[config.mk]
export PLATFORM = sky130hd
export DESIGN_NAME = pmt_timer
export DESIGN_NICKNAME = d
export VERILOG_FILES = /design/src/hw/pmt_sync_edge.v /design/src/hw/pmt_timer.v
export VERILOG_INCLUDE_DIRS = /design/src /design/src/hw
export SDC_FILE = /design/constraint.sdc
export NUM_CORES = 1
export LEC_CHECK = 0
export BUFFER_PORTS_ARGS = -buffer_cell sky130_fd_sc_hd__buf_4
export CORE_MARGIN = 2
export CORE_UTILIZATION = 52
export CTS_CLUSTER_SIZE = 28
export DETAILED_ROUTE_END_ITERATION = 8
export PLACE_DENSITY_LB_ADDON = 0.05
export SYNTH_ARGS = -nofsm -noshare
export SYNTH_HDL_FRONTEND = slang
export SYNTH_SLANG_ARGS = --single-unit
[constraint.sdc]
create_clock -name sys_clk_i -period 3.98 [get_ports sys_clk_i]
set_input_delay 1.194 -clock sys_clk_i [delete_from_list [all_inputs] [get_ports sys_clk_i]]
set_output_delay 1.194 -clock sys_clk_i [all_outputs]
set_load 0.05 [all_outputs]
[src/hw/pmt_timer_defs.vh]
// Constants for the power-management free-running timer block.
// Assumes a 16-bit system I/O address and an 8-bit I/O data path.
`ifndef PMT_TIMER_DEFS_VH
`define PMT_TIMER_DEFS_VH

// ****************************************************************
// Widths
// ****************************************************************
`define PMT_ADDR_W          16
`define PMT_DATA_W          8
`define PMT_COUNT_W         24
`define PMT_COUNT_MSB       23
`define PMT_BYTE_COUNT      3

// ****************************************************************
// Register offsets from the configured I/O base
// ****************************************************************
`define PMT_OFS_CTL_FOUR    16'h0007
`define PMT_OFS_TMR_LOW     16'h0008
`define PMT_OFS_TMR_MID     16'h0009
`define PMT_OFS_TMR_HIGH    16'h000A
`define PMT_OFS_TMR_FOUR    16'h000B

// ****************************************************************
// Reset and fixed values
// ****************************************************************
`define PMT_COUNT_RESET     24'h000000
`define PMT_COUNT_STEP      24'h000001
`define PMT_DATA_ZERO       8'h00
`define PMT_RESERVED_VALUE  8'h00

// ****************************************************************
// Reference and system clock rates
// ****************************************************************
`define PMT_REF_CLK_HZ      3579545
`define PMT_SYS_CLK_HZ      50000000

`endif

[src/hw/pmt_sync_edge.v]
// Three-stage synchroniser with a rising-edge detector for an external pin.
// Assumes the pin toggles well below half the system clock rate.
`default_nettype none

module pmt_sync_edge (
    input  wire sys_clk_i,
    input  wire sys_rst_i,
    input  wire async_i,
    output reg  rise_o
);

    reg stage1_reg;
    reg stage2_reg;
    reg stage3_reg;
    reg stable_reg;
    wire agree;

    // A change only counts once the second and third stages agree.
    assign agree = (stage2_reg == stage3_reg);

    always @(posedge sys_clk_i) begin
        if (sys_rst_i) begin
            stage1_reg <= 1'b0;
            stage2_reg <= 1'b0;
            stage3_reg <= 1'b0;
            stable_reg <= 1'b0;
            rise_o     <= 1'b0;
        end else begin
            stage1_reg <= async_i;
            stage2_reg <= stage1_reg;
            stage3_reg <= stage2_reg;
            if (agree) begin
                stable_reg <= stage3_reg;
            end
            rise_o <= agree & stage3_reg & ~stable_reg;
        end
    end

endmodule

`default_nettype wire

[src/hw/pmt_timer.v]
// Power-management free-running timer with byte-wide read-only count registers.
// Assumes a simple system I/O read/write strobe port, an I/O base supplied by
// a configuration register, and control bits held by neighbouring logic.
`include "pmt_timer_defs.vh"
`default_nettype none

module pmt_timer (
    input  wire                     sys_clk_i,
    input  wire                     sys_rst_i,
    input  wire                     reference_clock_input_i,
    input  wire                     working_state_i,
    input  wire [`PMT_ADDR_W-1:0]   io_base_i,
    input  wire [`PMT_ADDR_W-1:0]   io_addr_i,
    input  wire                     io_rd_i,
    input  wire                     io_wr_i,
    input  wire [`PMT_DATA_W-1:0]   io_wdata_i,
    input  wire                     timer_carry_irq_enable_i,
    input  wire                     timer_carry_status_clr_i,
    input  wire                     sci_route_select_i,
    input  wire                     smi_route_enable_i,
    output reg  [`PMT_DATA_W-1:0]   io_rdata_o,
    output reg                      io_rvalid_o,
    output reg                      io_hit_o,
    output reg  [`PMT_COUNT_W-1:0]  pm_timer_count_o,
    output reg                      timer_carry_status_o,
    output reg                      sci_irq_o,
    output reg                      smi_irq_o
);

    // ****************************************************************
    // Declarations
    // ****************************************************************
    wire                     ref_rise;
    wire                     count_step;
    wire                     carry_toggle;
    wire                     carry_set;
    wire [`PMT_ADDR_W-1:0]   rel_addr;
    wire [`PMT_BYTE_COUNT-1:0] byte_hit;
    wire                     reserved_hit;
    wire                     any_hit;
    wire                     rd_hit;
    wire                     acc_hit;
    wire                     irq_cause;
    wire [`PMT_DATA_W-1:0]   lane_data [0:`PMT_BYTE_COUNT-1];

    reg  [`PMT_COUNT_W-1:0]  count_reg;
    reg  [`PMT_COUNT_W-1:0]  count_next;
    reg                      carry_status_reg;
    reg                      carry_status_next;
    reg  [`PMT_DATA_W-1:0]   rdata_next;

    // ****************************************************************
    // Reference clock edge detection
    // ****************************************************************
    // A stopped reference clock yields no edges, so the count simply holds.
    // The pin passes three flip-flops, so each count lands a few system clocks
    // after the pin rises; the reference must stay well below half the system rate.
    // A rise that is shorter than two system clocks may be missed altogether.
    pmt_sync_edge u_ref_sync (
        .sys_clk_i (sys_clk_i),
        .sys_rst_i (sys_rst_i),
        .async_i   (reference_clock_input_i),
        .rise_o    (ref_rise)
    );

    // ****************************************************************
    // Counter
    // ****************************************************************
    // The step is a plain add, so the count wraps from all ones to zero.
    assign count_step = ref_rise & working_state_i;

    always @* begin
        count_next = count_reg;
        if (count_step) begin
            count_next = count_reg + `PMT_COUNT_STEP;
        end
    end

    // Only the master reset clears the count; a clock stall never does.
    always @(posedge sys_clk_i) begin
        if (sys_rst_i) begin
            count_reg <= `PMT_COUNT_RESET;
        end else begin
            count_reg <= count_next;
        end
    end

    // ****************************************************************
    // Carry status flag
    // ****************************************************************
    // Comparing the current and the next top bit catches rising and falling changes.
    assign carry_toggle = count_reg[`PMT_COUNT_MSB] ^ count_next[`PMT_COUNT_MSB];
    // A toggle that finds the flag still set is not a new setting.
    assign carry_set    = carry_toggle & ~carry_status_reg;

    // A toggle in the same cycle as a clear keeps the flag set.
    always @* begin
        carry_status_next = carry_status_reg;
        if (timer_carry_status_clr_i) begin
            carry_status_next = 1'b0;
        end
        if (carry_toggle) begin
            carry_status_next = 1'b1;
        end
    end

    always @(posedge sys_clk_i) begin
        if (sys_rst_i) begin
            carry_status_reg <= 1'b0;
        end else begin
            carry_status_reg <= carry_status_next;
        end
    end

    // ****************************************************************
    // Interrupt routing
    // ****************************************************************
    // A clear landing in the same cycle as a toggle still counts as a new setting.
    assign irq_cause = carry_set | (carry_toggle & timer_carry_status_clr_i);

    // One pulse per setting of the flag while enabled, on SCI by the route select, else on SMI if its route is enabled.
    always @(posedge sys_clk_i) begin
        if (sys_rst_i) begin
            sci_irq_o <= 1'b0;
            smi_irq_o <= 1'b0;
        end else begin
            sci_irq_o <= irq_cause & timer_carry_irq_enable_i & sci_route_select_i;
            smi_irq_o <= irq_cause & timer_carry_irq_enable_i & ~sci_route_select_i
                         & smi_route_enable_i;
        end
    end

    // ****************************************************************
    // I/O address decode
    // ****************************************************************
    // The offset wraps at 64K, so a base near the top of I/O space still decodes.
    assign rel_addr = io_addr_i - io_base_i;

    // Each timer byte gets its own offset and its own lane of the count.
    genvar b;
    generate
        for (b = 0; b < `PMT_BYTE_COUNT; b = b + 1) begin : g_byte_hit
            localparam integer           lane_idx = b;
            localparam [`PMT_ADDR_W-1:0] lane_ofs = `PMT_OFS_TMR_LOW + lane_idx[`PMT_ADDR_W-1:0];
            assign byte_hit[b]  = (rel_addr == lane_ofs);
            assign lane_data[b] = count_reg[b*`PMT_DATA_W +: `PMT_DATA_W];
        end
    endgenerate

    assign reserved_hit = (rel_addr == `PMT_OFS_CTL_FOUR) | (rel_addr == `PMT_OFS_TMR_FOUR);
    assign any_hit      = (|byte_hit) | reserved_hit;

    // ****************************************************************
    // Access qualifiers
    // ****************************************************************
    // A read answers only when it hits a mapped offset; a write only raises the hit flag.
    assign rd_hit  = io_rd_i & any_hit;
    assign acc_hit = (io_rd_i | io_wr_i) & any_hit;

    // ****************************************************************
    // Read data
    // ****************************************************************
    // The bytes show the live count with no snapshot, so software reading all three
    // must read again when a carry out of a lower byte falls between its accesses.
    // Writes are decoded only so the hit flag reports them; no state changes.
    always @* begin
        rdata_next = `PMT_DATA_ZERO;
        if (byte_hit[0]) begin
            rdata_next = lane_data[0];
        end else if (byte_hit[1]) begin
            rdata_next = lane_data[1];
        end else if (byte_hit[2]) begin
            rdata_next = lane_data[2];
        end else if (reserved_hit) begin
            rdata_next = `PMT_RESERVED_VALUE;
        end
    end

    always @(posedge sys_clk_i) begin
        if (sys_rst_i) begin
            io_rdata_o  <= `PMT_DATA_ZERO;
            io_rvalid_o <= 1'b0;
            io_hit_o    <= 1'b0;
        end else begin
            io_rvalid_o <= rd_hit;
            io_hit_o    <= acc_hit;
            // Idle cycles drive zero so the data lines never carry a stale byte.
            if (rd_hit) begin
                io_rdata_o <= rdata_next;
            end else begin
                io_rdata_o <= `PMT_DATA_ZERO;
            end
        end
    end

    // ****************************************************************
    // Status outputs
    // ****************************************************************
    always @(posedge sys_clk_i) begin
        if (sys_rst_i) begin
            pm_timer_count_o     <= `PMT_COUNT_RESET;
            timer_carry_status_o <= 1'b0;
        end else begin
            // Taking the next value keeps the output equal to the internal count.
            pm_timer_count_o     <= count_next;
            timer_carry_status_o <= carry_status_next;
        end
    end

endmodule

`default_nettype wire

==> metrics.yaml <==
status:
  status: "finished clean"
power:
  leakagePower_nw: 1.581
  finalPower_uw: 983.0
  power_density_nw_per_um2: 279.7
  ir_worst_vdd_v: 0.0002562
synth:
  yosys.area_share.xor_xnor_pct: 8.770
  synth_top_area_cell: "dfxtp_1"
  synthesis.nets: 400
  synth_top_family_by_area: "simple AND/OR/NAND/NOR gates"
  syn_area_per_cell_um2: 8.448
  yosys-top-cells-area: "dfxtp_1 (30%), ha_1 (8.1%), nor2_1 (5.9%)"
  ys_types: 59
  yosysMostFrequentCell: "nor2_1"
  ys_ff_latch: 42
  synthSimpleGateAreaFrac_pct: 27.02
  ys.flop_type: "dfxtp_1"
  synth_cells: 331
  synth_commonest_cells: "nor2_1 (44), dfxtp_1 (42), nand2_1 (23), inv_1 (20)"
  synth_top_area_share_pct: 30.07
  async_flop_share_pct: 0
  synthAdderAreaFrac_pct: 8.770
  synth_edf_count: 0
  synth_compound_area_share_pct: 14.90
  synth_area_um2: 2796
  ys_seq_area_share_pct: 30.07
  ys_warn_count: 0
  synth.area.mux_share_pct: 5.056
worst_hold_path:
  min_path_type: "register to register"
grt:
  grt_pass1_wl_um: 10520
  grt_max_degree: 33
  grt.total_usage_pct: 21.32
  grt_pass1_vias: 2302
  antenna_found_initial: 0
  overflow: 0
critical_path:
  worst_setup_path_start_kind: "input pin"
  worstSetupEndpointType: "register"
  crit_fanout: 10
  arrival_ns: 3.85
  path_class: "input pin to register"
  crit_required_ns: 4.21
routing:
  drt_iter0_drc: 108
  ant_nets: 0
  drtPass1Iterations: 5
  vias: 2581
  route.detailed.drc: 0
  avgRoutedWirePerCell_um: 13.47
  routed_wl_um: 6386
  via_per_inst: 5.445
floorplan:
  start_util_pct: 54.41
  coreArea_um2: 5140
  dieArea_um2: 5981
  row_count: 26
  die_h_um: 77.34
  fp.dieW_um: 77.34
  ioPinCount: 87
finish:
  multi_input_area_um2: 1804
  seqCellArea_um2: 840.8
  final_core_util_pct: 68.38
  reg_top3: "pm_timer_count_o: 24 flops, io_rdata_o: 8 flops"
  drive_above_1_share_pct: 26.49
  fin_nets: 472
  regMostFlops: "pm_timer_count_o"
  diodes: 0
  largest_register_ff_count: 24
  fillers: 456
  area_growth_syn_to_layout_pct: 25.68
clock_network:
  ctsHoldBuffers: 0
  numClockSinks: 42
  clkLatencyLatePin_ns: 0.30
  tritoncts: "built"
  cts_buffers: 5
  post_cts.repair.setup_buffers: 0
  root_buffer: "clkbuf_8"
  clk_pin_slew_worst_paths_ns: 0.08
  cts_resized: 0
  cts_htree_levels: 2
  cts-root-to-sink-buffers: 2
sta:
  worst_clock_skew_ns: 0.006277
  finalSetupViolCount: 0
  slew_viol_final: 0
  fin_tns_setup_ns: 0
  hold_viol: 0
  fin_crit_sh_pct: 90.89
  period_minus_slack_ns: 3.617
  max_freq_mhz: 276.4
  slew_headroom_pct: 59.13
  whs_ns: 0.4322
  setup_ws_ns: 0.3626
  rsz0062_at_grt: "false"
  worst_pin_slew_ns: 0.6131
job:
  drv_cap: 0
place:
  portBuffers: 78
  dp_slack_ns: 0.09123
  finalWeightedCongestion: 0.8411
  hpwlAfterDp_um: 4867
## worst paths after layout
check        cells after the start                      endpoint                               start  slack (ns)
max                             10      io_rdata_o[6]$_SDFF_PP0_                        io_base_i[0]        0.36
min                              1  u_ref_sync.rise_o$_SDFF_PP0_  u_ref_sync.stable_reg$_SDFFE_PP0N_        0.43
max reg2reg                      7          smi_irq_o$_SDFF_PP0_    pm_timer_count_o[3]$_SDFFE_PP0P_        1.70
min reg2reg                      1  u_ref_sync.rise_o$_SDFF_PP0_  u_ref_sync.stable_reg$_SDFFE_PP0N_        0.43
## metal layers
layer	up-vias	track usage, %	routed length, um
li1	1313	-	-
met1	1194	28.79	2925
met2	66	35.22	3037
met3	8	3.837	341
met4	0	5.536	82
met5	-	0	0
## cell usage in the layout (no fill, tap or decap), types with 2 or more instances in the layout
cell type / netlist / layout
clkbuf_8: 0 / 5
o21ai_0: 7 / 7
ha_1: 18 / 18
a211oi_1: 2 / 2
o221ai_1: 2 / 2
mux2_2: 9 / 9
xor2_1: 18 / 18
a22oi_1: 8 / 8
inv_1: 20 / 20
and3_1: 7 / 7
nand2_1: 23 / 23
nor2_1: 44 / 44
nor4_4: 2 / 2
nor3_1: 3 / 3
a21o_1: 3 / 3
xnor2_1: 10 / 10
nand2b_1: 4 / 4
buf_4: 2 / 80
o21ai_1: 2 / 2
nor2b_1: 6 / 6
clkbuf_1: 7 / 2
a21oi_1: 15 / 15
o21a_1: 5 / 5
nand4_1: 6 / 6
and2_1: 4 / 4
and4_1: 11 / 11
nand3_1: 10 / 10
o211ai_1: 2 / 2
dfxtp_1: 42 / 42
a311oi_1: 2 / 2
mux2i_1: 4 / 4
or3_1: 3 / 3
## cell type report
cell class                 count  share of cell area [%]
multi-input combinational    254                   51.33
sequential                    42                   23.92
timing repair buffer          80                   17.09
tap                           70                   2.492
clock buffer                   7                   2.172
inverter                      20                   2.136
clock inverter                 1                  0.8544
## where the power goes
group	internal, mW	switching (mW)
combinational	0.104	0.127
sequential	0.421	0.000567
clock	0.188	0.142
total	0.713	0.270
## cell families after synthesis
logic type	count (synthesis)
AOI/OAI and AO/OA	60
muxes	13
buffers and inverters	35
DFF	42
and+or+nand+nor	134
xor gates and xnor gates	28
adders and majority gates	19
## critical path, stage by stage
cell and delay [ns]:
buf_4 0.11, ha_1 0.21, fa_1 0.42, nand2b_1 0.20, a211oi_1 0.34, nor3_1 0.12
xnor2_1 0.15, or3_4 0.35, nor4_4 0.48, and4_1 0.27
## metrics by stage
| step | cells | area (um^2) |
|---|---|---|
| after floorplan | 331 | 2796 |
| after global placement | 466 | 3408 |
| after detailed placement | 466 | 3408 |
| after CTS | 474 | 3515 |
| after global routing | 474 | 3515 |
| final | 474 | 3515 |
Note: power is estimated with default switching activity, not from simulation.
